--- config.mk ---
export PLATFORM = sky130hd
export DESIGN_NAME = adcss_setup
export DESIGN_NICKNAME = d
export VERILOG_FILES = /design/src/core/adcss_pkg.sv /design/src/core/adcss_setup.sv
export SDC_FILE = /design/constraint.sdc
export NUM_CORES = 1
export LEC_CHECK = 0
export BUFFER_PORTS_ARGS = -buffer_cell sky130_fd_sc_hd__buf_4
export CAP_MARGIN = 20
export CORE_MARGIN = 2
export CORE_UTILIZATION = 50
export CTS_BUF_LIST = sky130_fd_sc_hd__clkbuf_8
export CTS_CLUSTER_SIZE = 20
export DETAILED_ROUTE_END_ITERATION = 10
export GPL_TIMING_DRIVEN = 1
export HOLD_SLACK_MARGIN = 0.12
export PLACE_DENSITY = 0.8
export SLEW_MARGIN = 40
export SYNTH_ARGS = -nofsm -noshare
export SYNTH_HDL_FRONTEND = slang
export SYNTH_SLANG_ARGS = --single-unit
export TNS_END_PERCENT = 30
--- constraint.sdc ---
create_clock -name clk -period 1.8 [get_ports clk]
set_input_delay 0.09 -clock clk [delete_from_list [all_inputs] [get_ports clk]]
set_output_delay 0.09 -clock clk [all_outputs]
set_load 0.01 [all_outputs]
--- src/core/adcss_pkg.sv ---
package adcss_pkg;

  // ----------------------------------------------------------------
  // Setup word layout
  // ----------------------------------------------------------------
  localparam int SETUP_W        = 12;
  localparam int FRAME_LEN      = 16;
  localparam int POS_WRITE_EN   = 11;
  localparam int POS_SEQ_HIGH   = 10;
  localparam int POS_CHAN_HIGH  = 7;
  localparam int POS_CHAN_LOW   = 6;
  localparam int POS_PWR_HIGH   = 5;
  localparam int POS_PWR_LOW    = 4;
  localparam int POS_SEQ_LOW    = 3;
  localparam int POS_RANGE      = 1;
  localparam int POS_CODING     = 0;
  localparam int MUX_EDGE       = 14;
  localparam int CHAN_W         = 2;
  localparam int RESULT_W       = 12;

  localparam logic [11:0] SETUP_RESET = 12'h030;
  localparam logic [4:0]  CNT_RESET   = 5'h00;

  // ----------------------------------------------------------------
  // Types
  // ----------------------------------------------------------------
  typedef enum logic [1:0] {
    PWR_INVALID   = 2'h0,
    PWR_AUTO_SHDN = 2'h1,
    PWR_FULL_SHDN = 2'h2,
    PWR_NORMAL    = 2'h3
  } adcss_pwr_t;

  typedef enum logic [1:0] {
    SEQ_OFF_A  = 2'h0,
    SEQ_OFF_B  = 2'h1,
    SEQ_KEEP   = 2'h2,
    SEQ_SWEEP  = 2'h3
  } adcss_seq_t;

  typedef enum logic {
    ST_IDLE,
    ST_FRAME
  } adcss_phase_t;

  typedef struct packed {
    logic [1:0] channel;
    adcss_pwr_t power_mode;
    logic       input_span_ref;
    logic       straight_binary;
    logic       power_down;
  } adcss_cfg_t;

  typedef struct packed {
    adcss_phase_t phase;
    logic [4:0]   edge_cnt;
    logic [11:0]  shift_in;
    logic [11:0]  setup;
    logic [15:0]  shift_out;
    logic         dout;
    logic [1:0]   mux_chan;
    logic [1:0]   conv_chan;
    logic         seq_active;
    logic         start_pulse;
    logic         sclk_prev;
  } adcss_state_t;

endpackage : adcss_pkg

--- src/core/adcss_setup.sv ---
`timescale 1ns/10ps
module adcss_setup #(
  parameter int RES_W = adcss_pkg::RESULT_W
) (
  clk,             // System clock, 10 MHz
  srst,            // Synchronous reset, active high
  sclk,            // Serial clock, sampled
  cs_n,            // Chip select, active low
  din,             // Serial data in
  result,          // Conversion result of current channel
  dout,            // Serial data out
  mux_chan,        // Channel on analog multiplexer
  conv_start,      // Pulse: conversion starts at select fall
  cfg,             // Active configuration
  setup_word       // Stored setup word
);
  input  wire logic              clk;
  input  wire logic              srst;
  input  wire logic              sclk;
  input  wire logic              cs_n;
  input  wire logic              din;
  input  wire logic [RES_W-1:0]  result;
  output logic                   dout;
  output logic [1:0]             mux_chan;
  output logic                   conv_start;
  output adcss_pkg::adcss_cfg_t  cfg;
  output logic [11:0]            setup_word;

  adcss_pkg::adcss_state_t state_reg;
  adcss_pkg::adcss_state_t state_next;

  // ----------------------------------------------------------------
  // Helpers
  // ----------------------------------------------------------------
  function automatic logic [1:0] chan_of(input logic [11:0] w);
    // Index decode
    // plain binary
    chan_of = {w[adcss_pkg::POS_CHAN_HIGH], w[adcss_pkg::POS_CHAN_LOW]};
  endfunction : chan_of

  function automatic adcss_pkg::adcss_seq_t seq_of(input logic [11:0] w);
    seq_of = adcss_pkg::adcss_seq_t'({w[adcss_pkg::POS_SEQ_HIGH], w[adcss_pkg::POS_SEQ_LOW]});
  endfunction : seq_of

  logic        fall;
  logic [11:0] word_in;
  logic [11:0] merged;
  logic [1:0]  next_chan;
  logic        sweeping;

  always_comb begin
    state_next = state_reg;
    state_next.start_pulse = 1'b0;
    state_next.sclk_prev = sclk;
    fall = state_reg.sclk_prev & ~sclk;
    word_in = state_reg.shift_in;
    merged = state_reg.setup;
    next_chan = state_reg.conv_chan;
    sweeping = state_reg.seq_active;

    unique case (state_reg.phase)
      adcss_pkg::ST_IDLE: begin
        if (!cs_n) begin
          state_next.phase = adcss_pkg::ST_FRAME;
          state_next.edge_cnt = adcss_pkg::CNT_RESET;
          state_next.start_pulse = 1'b1;
          state_next.conv_chan = state_reg.mux_chan;
          state_next.shift_out = {2'h0, state_reg.mux_chan, result[RES_W-1 -: 12]};
          state_next.dout = 1'b0;
        end
      end
      adcss_pkg::ST_FRAME: begin
        if (cs_n) begin
          // Frame cut short: setup applied only if the 14th falling edge was reached
          state_next.phase = adcss_pkg::ST_IDLE;
        end else if (fall) begin
          state_next.edge_cnt = state_reg.edge_cnt + 5'h01;
          state_next.dout = state_reg.shift_out[15];
          state_next.shift_out = {state_reg.shift_out[14:0], 1'b0};
          if (state_reg.edge_cnt < 5'(adcss_pkg::SETUP_W)) begin
            word_in = {state_reg.shift_in[10:0], din};
            state_next.shift_in = word_in;
          end
          if (state_reg.edge_cnt == 5'(adcss_pkg::MUX_EDGE - 1)) begin
            if (state_reg.shift_in[adcss_pkg::POS_WRITE_EN]) begin
              merged = state_reg.shift_in;
            end
            merged[9:8] = 2'h0;
            merged[2] = 1'b0;
            state_next.setup = merged;
            unique case (seq_of(merged))
              adcss_pkg::SEQ_OFF_A, adcss_pkg::SEQ_OFF_B: begin
                sweeping = 1'b0;
                next_chan = chan_of(merged);
              end
              adcss_pkg::SEQ_KEEP: begin
                next_chan = sweeping ? ((state_reg.conv_chan >= chan_of(merged)) ? 2'h0
                                        : state_reg.conv_chan + 2'h1) : chan_of(merged);
              end
              adcss_pkg::SEQ_SWEEP: begin
                if (state_reg.shift_in[adcss_pkg::POS_WRITE_EN]) begin
                  sweeping = 1'b1;
                  next_chan = 2'h0;
                end else begin
                  next_chan = (state_reg.conv_chan >= chan_of(merged)) ? 2'h0
                              : state_reg.conv_chan + 2'h1;
                end
              end
            endcase
            state_next.seq_active = sweeping;
            state_next.mux_chan = next_chan;
          end
          if (state_reg.edge_cnt == 5'(adcss_pkg::FRAME_LEN - 1)) begin
            state_next.phase = adcss_pkg::ST_IDLE;
          end
        end
      end
    endcase

    if (srst) begin
      state_next = '0;
      state_next.setup = adcss_pkg::SETUP_RESET;
      state_next.sclk_prev = 1'b1;
    end
  end

  always_ff @(posedge clk) begin
    state_reg <= state_next;
  end

  // ----------------------------------------------------------------
  // Outputs
  // ----------------------------------------------------------------
  assign dout = state_reg.dout;
  assign mux_chan = state_reg.mux_chan;
  assign conv_start = state_reg.start_pulse;
  assign setup_word = state_reg.setup;

  always_comb begin
    cfg.channel = state_reg.conv_chan;
    cfg.power_mode = adcss_pkg::adcss_pwr_t'({state_reg.setup[adcss_pkg::POS_PWR_HIGH],
                                              state_reg.setup[adcss_pkg::POS_PWR_LOW]});
    cfg.input_span_ref = state_reg.setup[adcss_pkg::POS_RANGE];
    cfg.straight_binary = state_reg.setup[adcss_pkg::POS_CODING];
    // shutdown decode; invalid code treated as normal
    cfg.power_down = (cfg.power_mode == adcss_pkg::PWR_FULL_SHDN) ||
                     ((cfg.power_mode == adcss_pkg::PWR_AUTO_SHDN) && (state_reg.phase == adcss_pkg::ST_IDLE));
  end

endmodule : adcss_setup

# Word level (Yosys, flattened, before mapping)
# Index checks and enable logic that the tools add are counted.
# word_totals
regBits	51
latch_bits	0
ram_bits	0
mem_bits_ro	0
output_inout_bits	23
elab_cells	67
memories	0
# classes
n_addsub	2
multipliers	0
div_mod_pow	0
magnitude_cmp	2
eq_ne	12
shift	0
muxes	23
n_bitwise	4
reduce_logical	12
# op_table
operator	n
$mux W12	7
$mux W49	1
$mux W48	1
$pmux W17 S2	1
$mux W17	1
$pmux W6 S2	1
$eq A5 B4 Y1 const B	2
$mux W2	4
$reduce_and A4 Y1	2
$eq A2 B2 Y1 const B	3
$mux W6	1
$ne A2 B2 Y1 const B	3
$pmux W2 S3	1
$reduce_and A6 Y1	1
$add A5 B1 Y5 const B	1
$lt A5 B4 Y1 const B	1
$ne A5 B5 Y1 const B	1
$reduce_and A5 Y1	1
$eq A2 B1 Y1 const B	2
$mux W1	4
$reduce_or A2 Y1	2
$not A1 Y1	3
$reduce_and A3 Y1	1
$add A2 B1 Y2 const B	1
other kinds (9)	9

# Longest topological paths before layout
# depth
word_depth	13
mapped_depth	7
mapped_depth_nobuf	6

# Worst setup path before layout
# No wires, ideal clock.
# synth_timing
path_kind	register -> register
from	register state_reg[47] in the netlist's numbering
to	register state_reg (netlist bit mux_chan[1])
arrival_ns	1.539
t_required_ns	1.721
path_slack_ns	0.182
stages_incl_launch_ff	8
path_buffers	1
synth_period_minus_slack_ns	1.618
path_cell_list	dfxtp_1 buf_2 mux2_2 ha_1 nand2b_1 a21oi_1 nand4_1 o211ai_1
# synth_via
elab_chain_len	9
elab_cells_between_ends	15
cone_classes	1 x order compare; 3 x eq/ne; 9 x mux; 2 x reduce/logical
# synth_lines
element	line	text
start: declaration	adcss_setup.sv:29	adcss_pkg::adcss_state_t state_reg;
start signal: assignment	adcss_setup.sv:128	state_reg <= state_next;
$mux W12	adcss_setup.sv:85	if (state_reg.shift_in[adcss_pkg::POS_WRITE_EN]) begin
$mux W12	adcss_setup.sv:84	if (state_reg.edge_cnt == 5'(adcss_pkg::MUX_EDGE - 1)) begin
$mux W12	adcss_setup.sv:76	end else if (fall) begin
$mux W12	adcss_setup.sv:73	if (cs_n) begin
$mux W12	adcss_setup.sv:61	unique case (state_reg.phase)
$ge A2 B2 Y1	adcss_setup.sv:97, adcss_setup.sv:105	
$mux W2	adcss_setup.sv:97, adcss_setup.sv:105	
$mux W2, on equally long branches	adcss_setup.sv:101, adcss_setup.sv:97	
$pmux W2 S3 *	adcss_setup.sv:91	unique case (seq_of(merged))
# Every way passes the cells marked *; elsewhere a longest branch is shown, timed or not. The select of a mux whose other input is x is not followed.
# A chain may end at the register's enable or synchronous reset.

# Worst setup path in the final report
# layout_timing
from	register state_reg[48] in the netlist's numbering
to	register state_reg[2] in the netlist's numbering
# layout_via
elab_chain_len	2
# layout_lines
element	line
$eq A5 B4 Y1	adcss_setup.sv:84
$reduce_and A6 Y1 (no line)	--
# Every way passes these cells.

==> results_dict.tcl <==
set metrics [dict create \
    core_area_sq_um 4440 \
    synth.cell_area_sq_um 2350 \
    synth_area_per_cell_sq_um 8.66 \
    worst_setup_path_start_kind "register" \
    grtUsageTotal_pct 20.1 \
    cts.sinks 51 \
    wire_per_inst_um 14.7 \
    diodes 0 \
    numCtsBuffers 5 \
    overflow 0 \
    cts_tree "built" \
    setup_viol 0 \
    final_hold_viol_count 0 \
    period_minus_slack_ps 1700 \
    cts-root-buf "clkbuf_8" \
    syn_to_final_growth_pct 17.6 \
    nets 324 \
    dr.pass1.iters 4 \
    crit_fanout 5 \
    die_h_um 72.5 \
    synth_seq_cells 51 \
    vdd_drop_max_v 0.000347 \
    hold_path.class "primary input to register" \
    final_antenna_net_count 0 \
    end_kind "register" \
    htreeDepth 2 \
    syn_inst 271 \
    worstSetupPathType "register to register" \
    synth_edf_count 0 \
    rr_worst_depth 5 \
    place_congestion 0.737 \
    final_util_pct 62.1 \
    fmax_ghz 0.589 \
    initial_core_util_pct 52.8 \
    clk_latency_ps 310 \
    largest_register_ffs 36 \
    worst_pin_slew_ps 631 \
    drt-total-wl_um 5230 \
    hold_depth 2 \
    crit_arrival_ps 1900 \
    setup_tns_ps 0 \
    hpwl_um 3170 \
    drive_gt1_share_pct 20.5 \
    min_to "state_reg[23]" \
    drtIter0Drc 139 \
    cts.path.max_buffers 2 \
    die_width_um 72.5 \
    vias_per_cell 5.66 \
    r2r_start "state_reg[48]" \
    num_rows 24 \
    grt_pass1_vias 1725 \
    rr_endpoint "state_reg[2]" \
    finalClockSkew_ps 6.63 \
    seq_area_frac_synth_pct 43.5 \
    io_buffers 36 \
    required_ps 2000 \
    reg2reg_slack_ps 100 \
    die_area_sq_um 5260 \
    grt_max_degree 49 \
    power_density_nw_per_um2 737 \
    drc 0 \
    hp-start "srst" \
    async_flop_share_pct 0 \
    finalCritPeriodShare_pct 94.4 \
    rsz0062_at_grt "false" \
    ioPinCount 40 \
    slew_violations 0 \
    ys.flop_type "dfxtp_1" \
    clk_pin_slew_ps 100 \
    via_count 2008 \
    yosys_warnings 0 \
    grt_pass1_wl_um 8340 \
    leakagePower_nw 1.05 \
    grt_antenna_before_repair 0 \
    status "completed" \
    slew_headroom_pct 57.9 \
    synthDistinctLibCells 41 \
    maxCapViolCount 0 \
]
[worst max-delay path by stage]
stage	startpoint	end
after CTS	cs_n	setup_word[10]
after global placement	state_reg[47]	mux_chan[1]
after global routing	state_reg[48]	state_reg[2]
after floorplan	state_reg[47]	mux_chan[1]
final	state_reg[48]	state_reg[2]
after detailed placement	state_reg[48]	state_reg[2]
[cell usage in the layout, fill, tap and decap left out, types with 2 or more instances in the layout]
| cell type | synthesis | final |
|---|---|---|
| a221oi_1 | 13 | 13 |
| buf_4 | 24 | 43 |
| a21o_1 | 2 | 2 |
| nor3_1 | 14 | 14 |
| o21ai_0 | 4 | 4 |
| inv_6 | 0 | 2 |
| a211oi_1 | 3 | 3 |
| and2_1 | 2 | 2 |
| ha_1 | 5 | 5 |
| conb_1 | 1 | 3 |
| nand2b_1 | 2 | 2 |
| a22oi_1 | 4 | 4 |
| dfxtp_1 | 51 | 51 |
| nand2_1 | 31 | 31 |
| nand4_1 | 2 | 2 |
| o211ai_1 | 3 | 3 |
| dlygate4sd3_1 | 0 | 15 |
| mux2i_1 | 7 | 7 |
| nand3_1 | 4 | 4 |
| or2_2 | 2 | 2 |
| clkbuf_8 | 0 | 5 |
| a21oi_1 | 23 | 23 |
| nor2_1 | 35 | 35 |
| mux2_2 | 3 | 3 |
| inv_1 | 7 | 7 |
[final cells by class]
| class | count | area, sq um |
|---|---|---|
| tap | 52 | 65.1 |
| fill | 377 | 1690 |
| clock buffer | 5 | 68.8 |
| timing repair buffer | 59 | 484 |
| sequential | 51 | 1020 |
| inverter | 7 | 26.3 |
| clock inverter | 3 | 22.5 |
| multi-input combinational | 178 | 1070 |
[power breakdown]
part           internal, mW  switching [mW]  leakage, nW
sequential             1.16          0.0187        0.415
clock                 0.282           0.400       0.0489
combinational        0.0846          0.0937        0.587
[critical path, stage by stage, from the launching register on]
cell and delay [ps]:
dfxtp_1 440, ha_1 220, nand4b_1 230, nor2_2 230, a21oi_1 100, a2111oi_1 360
[through the flow]
step,std cells,setup slack (ps),hold slack (ps),total power [mW],instance area [sq um]
2_1_floorplan,273,182,197,1.30,2350
3_3_place_gp,329,281,322,1.34,2490
3_5_place_dp,329,189,323,1.35,2490
4_1_cts,351,84.4,136,2.04,2720
5_1_grt,355,4.54,246,2.10,2760
6_report,355,101,229,2.03,2760
[logic make-up after synthesis]
family	share of synthesized area [%]
muxes	4.43
other	0.160
xor gates and xnor gates	0.373
adders and majority gates	2.67
buffers and inverters	11.1
and+or+nand+nor	21.4
AOI/OAI and AO/OA	16.3
DFF	43.5
[repair_timing]
| action | CTS | global route |
|---|---|---|
| setup buffers | 0 | 3 |
| setup endpoints to repair | 0 | 2 |
| hold buffers | 14 | 1 |
| resized for setup | 0 | 1 |
| endpoints found under the hold margin | 15 | 1 |
[routing by layer]
metal / global-route usage (%) / share of wire, % / wire, um
met5: 0 / 0 / 0
met3: 4.58 / 5.5 / 289
met1: 27.6 / 45 / 2370
met4: 6.17 / 1.6 / 82
met2: 31.8 / 47 / 2480
[cell usage after synthesis (2+ instances only)]
master,number,area share [%]
a211oi_1,3,0.96
a21o_1,2,0.64
a21oi_1,23,4.9
a221oi_1,13,4.9
a22oi_1,4,1.3
and2_1,2,0.53
buf_1,3,0.48
buf_2,5,1.1
buf_4,24,7.7
clkbuf_1,5,0.80
dfxtp_1,51,44
ha_1,5,2.7
inv_1,7,1.1
mux2_2,3,1.4
mux2i_1,7,3.0
nand2_1,31,5.0
nand2b_1,2,0.53
nand3_1,4,0.85
nand4_1,2,0.53
nor2_1,35,5.6
nor3_1,14,3.0
o211ai_1,3,0.96
o21ai_0,4,0.85
or2_2,2,0.53
Power figures use the tool's default switching activity.
